## src/pkg/dsc_pkg.sv

```systemverilog
// Shared constants and types for the synthesiser and DAC control block
package dsc_pkg;

  // ----------------------------------------------------------------
  // Register byte addresses
  // ----------------------------------------------------------------
  localparam logic [31:0] ADDR_SYNTH_CTL = 32'hffff_0690;
  localparam logic [31:0] ADDR_FREQ = 32'hffff_0694;
  localparam logic [31:0] ADDR_PHASE = 32'hffff_0698;
  localparam logic [31:0] ADDR_MODE = 32'hffff_06b0;
  localparam logic [31:0] ADDR_SAMPLE = 32'hffff_06b4;
  localparam logic [31:0] ADDR_SRC = 32'hffff_06b8;
  localparam logic [31:0] ADDR_KEY = 32'hffff_06bc;
  localparam logic [31:0] ADDR_STATUS = 32'hffff_06c0;

  // ----------------------------------------------------------------
  // Field layout and codes
  // ----------------------------------------------------------------
  localparam logic [7:0] KEY_FIRST = 8'h07;
  localparam logic [7:0] KEY_SECOND = 8'hb9;
  localparam int SRC_DIRECT_BIT = 0;
  localparam int SYN_EN_BIT = 5;
  localparam int SYN_SCALE_MSB = 3;
  localparam int MODE_LSB = 1;
  localparam int MODE_MSB = 2;
  localparam int MODE_TIMER_BIT = 0;
  localparam logic [1:0] MODE_POWER_DOWN = 2'h0;
  localparam logic [1:0] MODE_ACTIVE = 2'h3;
  localparam int SAMPLE_W = 10;
  localparam int PHASE_W = 12;
  localparam int FREQ_W = 32;
  localparam int SCALE_W = 4;
  localparam int FIFO_DEPTH = 16;
  localparam logic [SAMPLE_W-1:0] MIDSCALE = 10'h000;

  // ----------------------------------------------------------------
  // Reset values
  // ----------------------------------------------------------------
  localparam logic [FREQ_W-1:0] FREQ_RST = 32'h0000_0000;
  localparam logic [PHASE_W-1:0] PHASE_RST = 12'h000;
  localparam logic [SAMPLE_W-1:0] SAMPLE_RST = 10'h000;
  localparam logic [SCALE_W-1:0] SCALE_RST = 4'h0;

  // ----------------------------------------------------------------
  // Rates
  // ----------------------------------------------------------------
  localparam int PCLK_HZ = 25_000_000;
  localparam int SYNTH_HZ = 20_889_600;
  localparam int RATE_W = 26;

  typedef enum logic [1:0] {
    KEY_IDLE = 2'b00,
    KEY_ARMED = 2'b01,
    KEY_HELD = 2'b10
  } dsc_key_t;

endpackage

```

## src/pkg/dsc_stream_if.sv

```systemverilog
// Valid/ready sample stream between the block's own modules
`timescale 1ns/10ps
interface dsc_stream_if #(
  parameter int W = 10
);
  logic valid;
  logic ready;
  logic [W-1:0] data;
  modport src (output valid, output data, input ready);
  modport dst (input valid, input data, output ready);
endinterface

```

## src/logic/dsc_sine.sv

```systemverilog
// Phase to scaled signed sine sample, quarter-wave table
`timescale 1ns/10ps
module dsc_sine
  import dsc_pkg::*;
(
  // Phase and amplitude
  input logic [PHASE_W-1:0] phase,
  input logic [SCALE_W-1:0] scale,
  // Signed sample
  output logic [SAMPLE_W-1:0] sample
);

  // ----------------------------------------------------------------
  // Quarter wave, 16 points, peak 510
  // ----------------------------------------------------------------
  localparam logic [8:0] QTAB [16] = '{
    9'd25, 9'd75, 9'd124, 9'd172, 9'd218, 9'd263, 9'd304, 9'd343,
    9'd379, 9'd410, 9'd438, 9'd462, 9'd481, 9'd496, 9'd505, 9'd510
  };

  logic [3:0] idx;
  logic [8:0] mag;
  logic signed [SAMPLE_W-1:0] raw;
  logic signed [13:0] prod;

  always_comb begin
    idx = phase[PHASE_W-2] ? ~phase[9:6] : phase[9:6];
    mag = QTAB[idx];
    raw = phase[PHASE_W-1] ? -$signed({1'b0, mag}) : $signed({1'b0, mag});
    prod = 14'(raw * $signed({1'b0, scale[SCALE_W-2:0]}));
    // Codes with the top bit set pass the sine at unity
    sample = scale[SCALE_W-1] ? raw : prod[12:3];
  end

endmodule

```

## src/logic/dsc_fifo.sv

```systemverilog
// Sample FIFO with valid/ready on both sides
`timescale 1ns/10ps
module dsc_fifo #(
  parameter int W = 10,
  parameter int DEPTH = 16
) (
  // Clock and reset
  input logic pclk,
  input logic presetn,
  input logic flush,
  // Streams
  dsc_stream_if.dst in_s,
  dsc_stream_if.src out_s,
  // Fill level
  output logic [$clog2(DEPTH+1)-1:0] level
);

  localparam int AW = $clog2(DEPTH);
  localparam int CW = $clog2(DEPTH+1);

  typedef struct packed {
    logic [DEPTH-1:0][W-1:0] mem;
    logic [AW-1:0] wp;
    logic [AW-1:0] rp;
    logic [CW-1:0] cnt;
  } dsc_fifo_st_t;

  dsc_fifo_st_t st_reg;
  dsc_fifo_st_t st_next;
  logic push;
  logic pop;

  assign in_s.ready = st_reg.cnt != CW'(DEPTH);
  assign out_s.valid = st_reg.cnt != '0;
  assign out_s.data = st_reg.mem[st_reg.rp];
  assign level = st_reg.cnt;

  always_comb begin
    st_next = st_reg;
    push = in_s.valid && in_s.ready;
    pop = out_s.valid && out_s.ready;
    if (push) begin
      st_next.mem[st_reg.wp] = in_s.data;
      st_next.wp = (st_reg.wp == AW'(DEPTH-1)) ? '0 : AW'(st_reg.wp + 1'b1);
    end
    if (pop) begin
      st_next.rp = (st_reg.rp == AW'(DEPTH-1)) ? '0 : AW'(st_reg.rp + 1'b1);
    end
    if (push && !pop) begin
      st_next.cnt = CW'(st_reg.cnt + 1'b1);
    end else if (pop && !push) begin
      st_next.cnt = CW'(st_reg.cnt - 1'b1);
    end
    if (flush) begin
      st_next.wp = '0;
      st_next.rp = '0;
      st_next.cnt = '0;
    end
  end

  always_ff @(posedge pclk or negedge presetn) begin
    if (!presetn) begin
      st_reg <= '0;
    end else begin
      st_reg <= st_next;
    end
  end

endmodule

```

## src/logic/dsc_dac_ctrl.sv

```systemverilog
// Synthesiser and DAC sample control with APB register slave
//
// The APB interface to the registers was chosen for this implementation.
`timescale 1ns/10ps

module dsc_dac_ctrl
  import dsc_pkg::*;
(
  // Clock and reset
  input logic pclk,
  input logic presetn,
  // APB slave
  input logic psel,
  input logic penable,
  input logic pwrite,
  input logic [31:0] paddr,
  input logic [31:0] pwdata,
  output logic [31:0] prdata,
  output logic pready,
  output logic pslverr,
  // Timer strobe pin
  input logic timer1_in,
  // DAC side
  output logic [SAMPLE_W-1:0] dac_code,
  output logic dac_update,
  output logic dac_power_on,
  output logic synth_active
);

  // ----------------------------------------------------------------
  // Rate constants
  // ----------------------------------------------------------------
  localparam logic [RATE_W-1:0] RATE_STEP = RATE_W'(SYNTH_HZ);
  localparam logic [RATE_W-1:0] RATE_MOD = RATE_W'(PCLK_HZ);
  localparam int LVL_W = $clog2(FIFO_DEPTH+1);
  // Status word layout and key field
  localparam int STAT_KEY_MSB = 1;
  localparam int STAT_SYNTH_BIT = 2;
  localparam int STAT_POWER_BIT = 3;
  localparam int STAT_LVL_LSB = 8;
  localparam int KEY_BYTE_MSB = 7;

  // ----------------------------------------------------------------
  // State
  // ----------------------------------------------------------------
  typedef struct packed {
    dsc_key_t key;
    logic pend_sample;
    logic [SAMPLE_W-1:0] pend_data;
    logic src_direct;
    logic [SAMPLE_W-1:0] sample;
    logic [FREQ_W-1:0] freq;
    logic [PHASE_W-1:0] phase;
    logic syn_en;
    logic [SCALE_W-1:0] scale;
    logic [1:0] mode;
    logic upd_timer;
    logic [RATE_W-1:0] rate_acc;
    logic [FREQ_W-1:0] acc;
    logic t1_s1;
    logic t1_s2;
    logic t1_d;
    logic pready;
    logic pslverr;
    logic [31:0] prdata;
    logic [SAMPLE_W-1:0] dac_code;
    logic dac_update;
    logic power_on;
    logic synth_active;
  } dsc_st_t;

  dsc_st_t r;
  dsc_st_t n;

  // ----------------------------------------------------------------
  // Sample path
  // ----------------------------------------------------------------
  dsc_stream_if #(.W(SAMPLE_W)) gen_s ();
  dsc_stream_if #(.W(SAMPLE_W)) dac_s ();

  logic [SAMPLE_W-1:0] sine_sample;
  logic [PHASE_W-1:0] sine_phase;
  logic [LVL_W-1:0] fifo_level;
  logic synth_on;
  logic flush;
  logic tick;
  logic [RATE_W-1:0] rate_sum;

  // Offset adds modulo a full turn
  assign sine_phase = PHASE_W'(r.acc[FREQ_W-1 -: PHASE_W] + r.phase);

  dsc_sine u_sine (
    .phase(sine_phase),
    .scale(r.scale),
    .sample(sine_sample)
  );

  dsc_fifo #(.W(SAMPLE_W), .DEPTH(FIFO_DEPTH)) u_fifo (
    .pclk(pclk),
    .presetn(presetn),
    .flush(flush),
    .in_s(gen_s),
    .out_s(dac_s),
    .level(fifo_level)
  );

  // Synth runs only in active mode with itself as source and enabled
  assign synth_on = (r.mode == MODE_ACTIVE) && !r.src_direct && r.syn_en;
  assign flush = !synth_on;

  // Generator keeps the FIFO full; the accumulator steps once per sample,
  // so the output rate is set by the drain tick, not by pclk.
  assign gen_s.valid = synth_on;
  assign gen_s.data = sine_sample;
  assign dac_s.ready = synth_on && tick;

  // ----------------------------------------------------------------
  // Fractional divider: 20.8896 MHz enable from 25 MHz
  // ----------------------------------------------------------------
  always_comb begin
    rate_sum = RATE_W'(r.rate_acc + RATE_STEP);
    tick = rate_sum >= RATE_MOD;
  end

  // ----------------------------------------------------------------
  // Register read mux
  // ----------------------------------------------------------------
  function automatic logic [31:0] read_word(input dsc_st_t s, input logic [31:0] a,
                                            input logic [LVL_W-1:0] lvl);
    logic [31:0] d;
    d = '0;
    case (a)
      ADDR_SYNTH_CTL: begin
        d[SYN_EN_BIT] = s.syn_en;
        d[SYN_SCALE_MSB:0] = s.scale;
      end
      ADDR_FREQ: begin
        d = s.freq;
      end
      ADDR_PHASE: begin
        d[PHASE_W-1:0] = s.phase;
      end
      ADDR_MODE: begin
        d[MODE_MSB:MODE_LSB] = s.mode;
        d[MODE_TIMER_BIT] = s.upd_timer;
      end
      ADDR_SAMPLE: begin
        d[SAMPLE_W-1:0] = s.sample;
      end
      ADDR_SRC: begin
        d[SRC_DIRECT_BIT] = s.src_direct;
      end
      ADDR_STATUS: begin
        d[STAT_KEY_MSB:0] = s.key;
        d[STAT_SYNTH_BIT] = s.synth_active;
        d[STAT_POWER_BIT] = s.power_on;
        d[STAT_LVL_LSB +: LVL_W] = lvl;
      end
      default: begin
        d = '0;
      end
    endcase
    return d;
  endfunction

  function automatic logic mapped(input logic [31:0] a);
    logic m;
    m = (a == ADDR_SYNTH_CTL) || (a == ADDR_FREQ) || (a == ADDR_PHASE) ||
        (a == ADDR_MODE) || (a == ADDR_SAMPLE) || (a == ADDR_SRC) ||
        (a == ADDR_KEY) || (a == ADDR_STATUS);
    return m;
  endfunction

  // ----------------------------------------------------------------
  // Next state
  // ----------------------------------------------------------------
  logic wr_commit;
  logic direct_strobe;
  logic t1_fall;

  always_comb begin
    n = r;
    n.pready = 1'b0;
    n.pslverr = 1'b0;
    n.dac_update = 1'b0;

    // Pin synchroniser; the edge detector compares the second stage with its delayed copy
    n.t1_s1 = timer1_in;
    n.t1_s2 = r.t1_s1;
    n.t1_d = r.t1_s2;
    t1_fall = r.t1_d && !r.t1_s2;

    // APB: one wait state, data and error captured with pready
    if (psel && penable && !r.pready) begin
      n.pready = 1'b1;
      n.pslverr = !mapped(paddr);
      n.prdata = pwrite ? 32'h0000_0000 : read_word(r, paddr, fifo_level);
    end
    wr_commit = psel && penable && r.pready && pwrite;

    if (wr_commit) begin
      // Any write not continuing the unlock sequence drops it
      n.key = KEY_IDLE;
      case (paddr)
        ADDR_KEY: begin
          if (pwdata[KEY_BYTE_MSB:0] == KEY_FIRST) begin
            n.key = KEY_ARMED;
          end else if (pwdata[KEY_BYTE_MSB:0] == KEY_SECOND && r.key == KEY_HELD) begin
            if (r.pend_sample) begin
              n.sample = r.pend_data;
            end else begin
              n.src_direct = r.pend_data[SRC_DIRECT_BIT];
            end
          end
        end
        ADDR_SAMPLE, ADDR_SRC: begin
          // Value is held aside until the closing key arrives
          if (r.key == KEY_ARMED) begin
            n.key = KEY_HELD;
            n.pend_sample = (paddr == ADDR_SAMPLE);
            n.pend_data = pwdata[SAMPLE_W-1:0];
          end
        end
        ADDR_SYNTH_CTL: begin
          n.syn_en = pwdata[SYN_EN_BIT];
          n.scale = pwdata[SYN_SCALE_MSB:0];
        end
        ADDR_FREQ: begin
          n.freq = pwdata;
        end
        ADDR_PHASE: begin
          n.phase = pwdata[PHASE_W-1:0];
        end
        ADDR_MODE: begin
          n.mode = pwdata[MODE_MSB:MODE_LSB];
          n.upd_timer = pwdata[MODE_TIMER_BIT];
        end
        default: begin
          n.key = KEY_IDLE;
        end
      endcase
    end

    // Synthesiser phase and rate
    n.rate_acc = tick ? RATE_W'(rate_sum - RATE_MOD) : rate_sum;
    if (!synth_on) begin
      n.acc = '0;
    end else if (gen_s.valid && gen_s.ready) begin
      n.acc = FREQ_W'(r.acc + r.freq);
    end

    // Direct mode update strobe: timer falling edge or every core clock
    direct_strobe = r.upd_timer ? t1_fall : 1'b1;

    n.power_on = (r.mode == MODE_ACTIVE);
    n.synth_active = synth_on;
    if (r.mode != MODE_ACTIVE) begin
      // Power-down and reserved codes park the output at midscale
      n.dac_code = MIDSCALE;
    end else if (r.src_direct) begin
      if (direct_strobe) begin
        n.dac_code = r.sample;
        n.dac_update = 1'b1;
      end
    end else if (!r.syn_en) begin
      n.dac_code = MIDSCALE;
    end else if (dac_s.valid && dac_s.ready) begin
      n.dac_code = dac_s.data;
      n.dac_update = 1'b1;
    end
  end

  // ----------------------------------------------------------------
  // State register
  // ----------------------------------------------------------------
  always_ff @(posedge pclk or negedge presetn) begin
    if (!presetn) begin
      r <= '0;
      r.key <= KEY_IDLE;
      r.sample <= SAMPLE_RST;
      r.freq <= FREQ_RST;
      r.phase <= PHASE_RST;
      r.scale <= SCALE_RST;
      r.mode <= MODE_POWER_DOWN;
      r.dac_code <= MIDSCALE;
    end else begin
      r <= n;
    end
  end

  // ----------------------------------------------------------------
  // Outputs
  // ----------------------------------------------------------------
  assign prdata = r.prdata;
  assign pready = r.pready;
  assign pslverr = r.pslverr;
  assign dac_code = r.dac_code;
  assign dac_update = r.dac_update;
  assign dac_power_on = r.power_on;
  assign synth_active = r.synth_active;

endmodule

```

## config.mk

```make
export PLATFORM = sky130hd
export DESIGN_NAME = dsc_dac_ctrl
export DESIGN_NICKNAME = d
export VERILOG_FILES = /design/src/pkg/dsc_pkg.sv /design/src/pkg/dsc_stream_if.sv /design/src/logic/dsc_sine.sv /design/src/logic/dsc_fifo.sv /design/src/logic/dsc_dac_ctrl.sv
export SDC_FILE = /design/constraint.sdc
export NUM_CORES = 1
export LEC_CHECK = 0
export ABC_AREA = 0
export BUFFER_PORTS_ARGS = -buffer_cell sky130_fd_sc_hd__buf_2
export CAP_MARGIN = 20
export CORE_ASPECT_RATIO = 0.75
export CORE_UTILIZATION = 62
export DETAILED_ROUTE_END_ITERATION = 10
export HOLD_SLACK_MARGIN = 0.12
export PLACE_DENSITY = 0.83
export SYNTH_ARGS = -nofsm -noshare
export SYNTH_HDL_FRONTEND = slang
export SYNTH_SLANG_ARGS = --single-unit
export TNS_END_PERCENT = 5
```

## constraint.sdc

```tcl
create_clock -name pclk -period 9.5 [get_ports pclk]
set_input_delay 2.375 -clock pclk [delete_from_list [all_inputs] [get_ports pclk]]
set_output_delay 2.375 -clock pclk [all_outputs]
set_load 0.01 [all_outputs]
```

Yosys cells after proc, flatten, opt, wreduce, memory -nomap -nowiden

Memories as Yosys holds them, arrays and structs flattened.
Cells that the tools add are included.
Widths: inputs -> output; s select.

Register bits: 357
Memory bits (read-only): 144
Bits of input ports: 70
Output and inout port bits: 47
Word-level logic and storage cells: 164
Memories kept: 1

Add/subtract/negate cells: 9
Multipliers: 1
Magnitude comparators: 5
Equality and inequality tests: 22
Mux-type cells: 43
Bitwise gates (word level): 4
Reductions and logical operators: 37

Memories:

| name            | depth | width | rd ports | clocked after Yosys merged registers in | wr ports | line           | text |
|---|---|---|---|---|---|---|---|
| (no name shown) | 16    | 9     | 1        | 0                                       | 0        | dsc_sine.sv:28 | `mag = QTAB[idx];` |

Operator list:

| kind                   | number |
|---|---|
| $eq 32x32->1 const B   | 8 |
| $bwmux 160             | 1 |
| $mux 32                | 3 |
| $mux 10                | 6 |
| $bmux 10 s4            | 1 |
| $demux 10 s4           | 1 |
| $mux 34                | 1 |
| $mux 11                | 3 |
| $add 32x32->32         | 1 |
| $add 26x25->26 const B | 1 |
| $ge 26x25->1 const B   | 1 |
| $mux 13                | 2 |
| $mux 26                | 1 |
| $sub 26x25->26 const B | 1 |
| $mux 4                 | 5 |
| $mux 19                | 1 |
| $mux 9                 | 2 |
| $logic_and 1x1->1      | 14 |
| $mul 10x4->13          | 1 |
| $add 12x12->12         | 1 |
| $pmux 2 s3             | 2 |
| $pmux 2 s6             | 1 |
| $lt 4x5->1 const B     | 2 |
| $mux 5                 | 2 |
| other kinds (34)       | 59 |

Depth between registers and ports, before layout

Depth in word-level cells: 12
Depth in mapped cells: 34
Depth with buffers taken out: 32

Cells and area by module

From an unflattened synthesis, not the netlist that was laid out.

Cells, all modules: 1815
Area total of the unflattened synthesis: 20663.6 µm²

By module, submodules not included:

| module       | instances | cells an instance | area each (µm²) | sequential area each (µm²) |
|---|---|---|---|---|
| dsc_dac_ctrl | 1         | 971               | 10162.2         | 4454.3 |
| dsc_fifo     | 1         | 555               | 8334.2          | 4329.2 |
| dsc_sine     | 1         | 289               | 2167.1          | 0.0 |

Worst setup path before layout

Ideal clock, no wire load.

Path type: register -> register
Start: register r[77] in the netlist's numbering
End: register u_fifo.st_reg[102] in the netlist's numbering
Setup time: 126 ps
Data arrival time: 7296 ps
Data required time: 9374 ps
Path slack: 2078 ps
Stages on the path, launching flop included: 34
Path buffers: 1
Clock period less this slack: 7422 ps
Cell sequence: dfrtp_1 ha_1 a21o_1 a21o_1 a2111o_1 nand3_2 nand2_2 xnor2_1 inv_1 ha_1 a21boi_1 or3_4 ha_1 nand2_1 o41ai_4 and2_1 ha_1 ha_1 and2_1 nand2_1 nor2_1 fa_1 a21o_1 a21oi_1 o21bai_1 a21oi_1 o21ai_0 a21o_1 a21oi_1 xnor2_1 a2111oi_2 a41o_2 buf_6 o32a_1

Cells in the longest elaborated chain, start to end: 12

Ends and longest elaborated chain:

| element                                   | line                | text |
|---|---|---|
| from (decl)                               | dsc_dac_ctrl.sv:72  | `dsc_st_t r;` |
| from (signal assigned)                    | dsc_dac_ctrl.sv:287 | `r <= n;` |
| $add 12x12->12 *                          | dsc_dac_ctrl.sv:90  | `assign sine_phase = PHASE_W'(r.acc[FREQ_W-1 -: PHASE_W] + r.phase);` |
| $not 4->4                                 | dsc_sine.sv:27      | `idx = phase[PHASE_W-2] ? ~phase[9:6] : phase[9:6];` |
| $mux 4                                    | dsc_sine.sv:27      |  |
| $not 4->5 (not written as such)           | dsc_sine.sv:28      |  |
| $mem_v2 16x9                              | n/a                 |  |
| $mux 9 (not written as such) (2 in a row) | dsc_sine.sv:28      |  |
| $neg 9->10                                | dsc_sine.sv:29      | `raw = phase[PHASE_W-1] ? -$signed({1'b0, mag}) : $signed({1'b0, mag});` |
| $mux 10 *                                 | dsc_sine.sv:29      |  |
| $mul 10x4->13                             | dsc_sine.sv:30      | `prod = 14'(raw * $signed({1'b0, scale[SCALE_W-2:0]}));` |
| $mux 10 *                                 | dsc_sine.sv:32      | `sample = scale[SCALE_W-1] ? raw : prod[12:3];` |
| $bwmux 160 *                              | dsc_fifo.sv:43      | `st_next.mem[st_reg.wp] = in_s.data;` |
| to (signal assigned)                      | dsc_fifo.sv:65      | `st_reg <= st_next;` |
| to (decl)                                 | dsc_fifo.sv:28      | `dsc_fifo_st_t st_reg;` |

Every way passes the cells marked *; elsewhere a longest branch is shown, timed or not. The select of a mux whose other input is x is not followed.
A chain may end at the register's enable or synchronous reset.

Final worst setup path

Start: register r[77] in the netlist's numbering
End: register u_fifo.st_reg[131] in the netlist's numbering

The elaborated chain is that of the path after synthesis.

==> results.yml <==
pwr:
  register_share_of_total_power: 0.512
  clock_power_share: 0.468
  power.internal_uw: 2270
  p_leak_uw: 0.0102
  total_power_uw: 2930
  ir_drop_uv: 138
  power.combinational.fraction: 0.021
  power.switching_fraction: 0.223
  p_switching_uw: 653
  power_density_nw_per_um2: 133
floorplanning:
  placement_rows: 56
  floorplan.die_area_um2: 33300
  core_area_um2: 31700
  fp.dieW_um: 210
  die-height_um: 158
  initial_utilization: 0.638
  io-pin-count: 117
clock_network:
  cts_sinks: 351
  clkTransAtPathRegs_ns: 0.07
  post_cts_hold_buffer_count: 0
  cts_inserted_buffers: 35
  htree_levels: 2
  cts_buffer_depth: 3
  worst_skew_pair.late_latency_ns: 0.55
  cts.repair.resized: 0
  post_cts_setup_buffer_count: 0
  cts_tree: "done"
  cts.root.buffer_cell: "clkbuf_16"
synth:
  yosys_most_used_dff: "dfrtp_1"
  synthesis.area_per_instance_um2: 10.2
  most_area_hungry_cell_type_in_the_yosys_netlist: "dfrtp_1"
  ys_ff_latch: 351
  synthesis.nets: 2136
  post-synth-top-area-fraction: 0.435
  synth.yosys.warnings: 0
  syn-instance-count: 1972
  synth_cell_type_count: 104
  post_synth_edffs: 0
  netlist_area_um2: 20200
  synth_sequential_area_ratio: 0.435
  ys_async_sr_fraction: 1.00
  ys_top_cells_by_area: "dfrtp_1 43%, mux4_2 5.6%, nand2_1 5.4%, ha_1 5.1%, mux2_2 5.0%"
sta:
  grt_setup_unrepaired: "no"
  final_setup_violating_endpoints: 0
  maxClockFrequency_mhz: 116
  min_period_over_period: 0.907
  timing.final.max_slew_violations: 0
  finalHoldViolations: 0
  worst_hold_slack_ns: 0.375
  clock_skew_ns: 0.0238
  worst-slew-pin-transition_ns: 1.12
  final_period_minus_worst_setup_slack_ns: 8.62
  max-slew-margin-rel: 0.250
  totalNegativeSetupSlack_ns: 0
worst_setup_path:
  critPathLaunchType: "flip-flop"
  cp.arrival_ns: 9.01
  crit_path_top_delay_cell: "and4_1"
  cell_seen_most_often_among_critical_path_stages: "ha_1"
  worst_path_largest_cell_delay_ns: 0.70
  worst_ep_required_time_ns: 9.90
  crit_path_max_fanout: 16
  critical_path.endpoint_type: "flip-flop"
  timing_worst_setup_path_type: "reg -> reg"
placement:
  io_buffers: 116
  finalWeightedCongestion: 0.975
  placed_area_um2: 20900
  dp_hpwl_um: 38400
detailed_routing:
  mean_routed_wirelength_per_cell_um: 21.8
  viasPerCell: 6.50
  drt_pre_antenna_iters: 8
  drt_iter0_markers: 1682
  drt.antenna.violating_nets: 0
  drc_errors: 0
  drt_wirelength_um: 53900
  num_vias: 16100
layout:
  nFillCells: 2302
  insertedDiodeCount: 0
  largest_register_ff_count: 168
  final_nets: 2184
  fin_area_um2: 22000
  layout-drive-gt1-share: 0.192
  area_growth_pct: 8.90
  layout.cells.most_common_list: "349 x dfrtp_1, 290 x nand2_1, 164 x o21ai_0"
  layout.cells.most_common: "dfrtp_1"
grt:
  grt_overflow: 0
  global_route.usage.total: 0.328
  wire_length_of_the_first_global_routing_pass_um: 85200
  first_global_vias: 15500
  grt_antenna_before_repair: 1
  pin_count_of_the_biggest_net_entering_global_routing: 170
min_path:
  worst_hold_path_type: "reg -> reg"
outcome:
  status: "finished clean"
run:
  maxCapViolCount: 0
-- per-stage QoR --
step | utilization | std cells | setup WS (ns)
floorplan | - | 1972 | 2.08
global placement | 0.658 | 2414 | 1.34
detailed placement | 0.659 | 2415 | 1.04
CTS | 0.694 | 2475 | 1.04
global route | 0.695 | 2478 | 0.378
finish | 0.695 | 2478 | 0.882
-- power by group through the flow --
stage	logic [µW]	registers [µW]	clock network, µW
final	60.1	1500	1370
after global routing	68.5	1500	1440
after CTS	61.8	1500	1380
after detailed placement	61.3	1530	0
after global placement	60.5	1530	0
after floorplan	8.75	1530	0
-- routing by layer --
| metal | vias to the layer above | wire, µm | GRT usage |
|---|---|---|---|
| li1 | 7187 | - | - |
| met1 | 8079 | 23200 | 0.477 |
| met5 | - | 0 | 0 |
| met4 | 0 | 1180 | 0.0818 |
| met2 | 744 | 24300 | 0.503 |
| met3 | 99 | 5190 | 0.0716 |
-- final timing paths --
| kind | from | endpoint | slack (ns) | depth (start not counted) |
|---|---|---|---|---|
| worst max-delay path | r[77] | u_fifo.st_reg[131] | 0.88 | 30 |
| worst min-delay path | n[48] | n[47] | 0.37 | 0 |
| worst max register to register | r[77] | u_fifo.st_reg[131] | 0.88 | 30 |
| worst min register to register | n[48] | n[47] | 0.37 | 0 |
| max in group asynchronous | presetn | dac_power_on | 6.11 | 2 |
| min in group asynchronous | presetn | r[100] | 1.89 | 1 |
-- cells by family (layout without fill, tap and decap cells) --
| family | after synthesis | in the layout | synth area share |
|---|---|---|---|
| AOI/OAI and AO/OA | 501 | 501 | 0.169 |
| xor gates and xnor gates | 75 | 75 | 0.0329 |
| adders and majority gates | 94 | 94 | 0.0627 |
| buffers and inverters | 206 | 277 | 0.0480 |
| DFF | 351 | 351 | 0.435 |
| muxes | 156 | 156 | 0.114 |
| and+or+nand+nor | 589 | 589 | 0.139 |
-- critical path: cells and delay by family (launching register included) --
| family | cells | cell delay [ns] |
|---|---|---|
| DFF | 1 | 0.43 |
| buffers and inverters | 4 | 0.51 |
| adders and majority gates | 6 | 1.92 |
| and+or+nand+nor | 7 | 1.64 |
| xor gates and xnor gates | 2 | 0.82 |
| AOI/OAI and AO/OA | 11 | 3.14 |
-- cell type report --
class                           instances  area, µm²  area share
Inverter                               75        282      0.0128
Clock buffer                           47        981      0.0446
Sequential cell                       351       8790       0.399
Timing Repair Buffer                  142        806      0.0366
Tap cell                              435        544      0.0247
Clock inverter                         13        136     0.00620
Multi-Input combinational cell       1415      10500       0.476
-- synthesized netlist by cell type, types with 50 or more instances --
master / n
mux4_2: 50
inv_1: 74
clkbuf_1: 65
mux2_2: 89
xnor2_1: 51
nor2_1: 79
dfrtp_1: 351
o21ai_0: 165
nand2_1: 290
a21oi_1: 94
ha_1: 82
No activity file was read; power rests on OpenSTA's default activity.
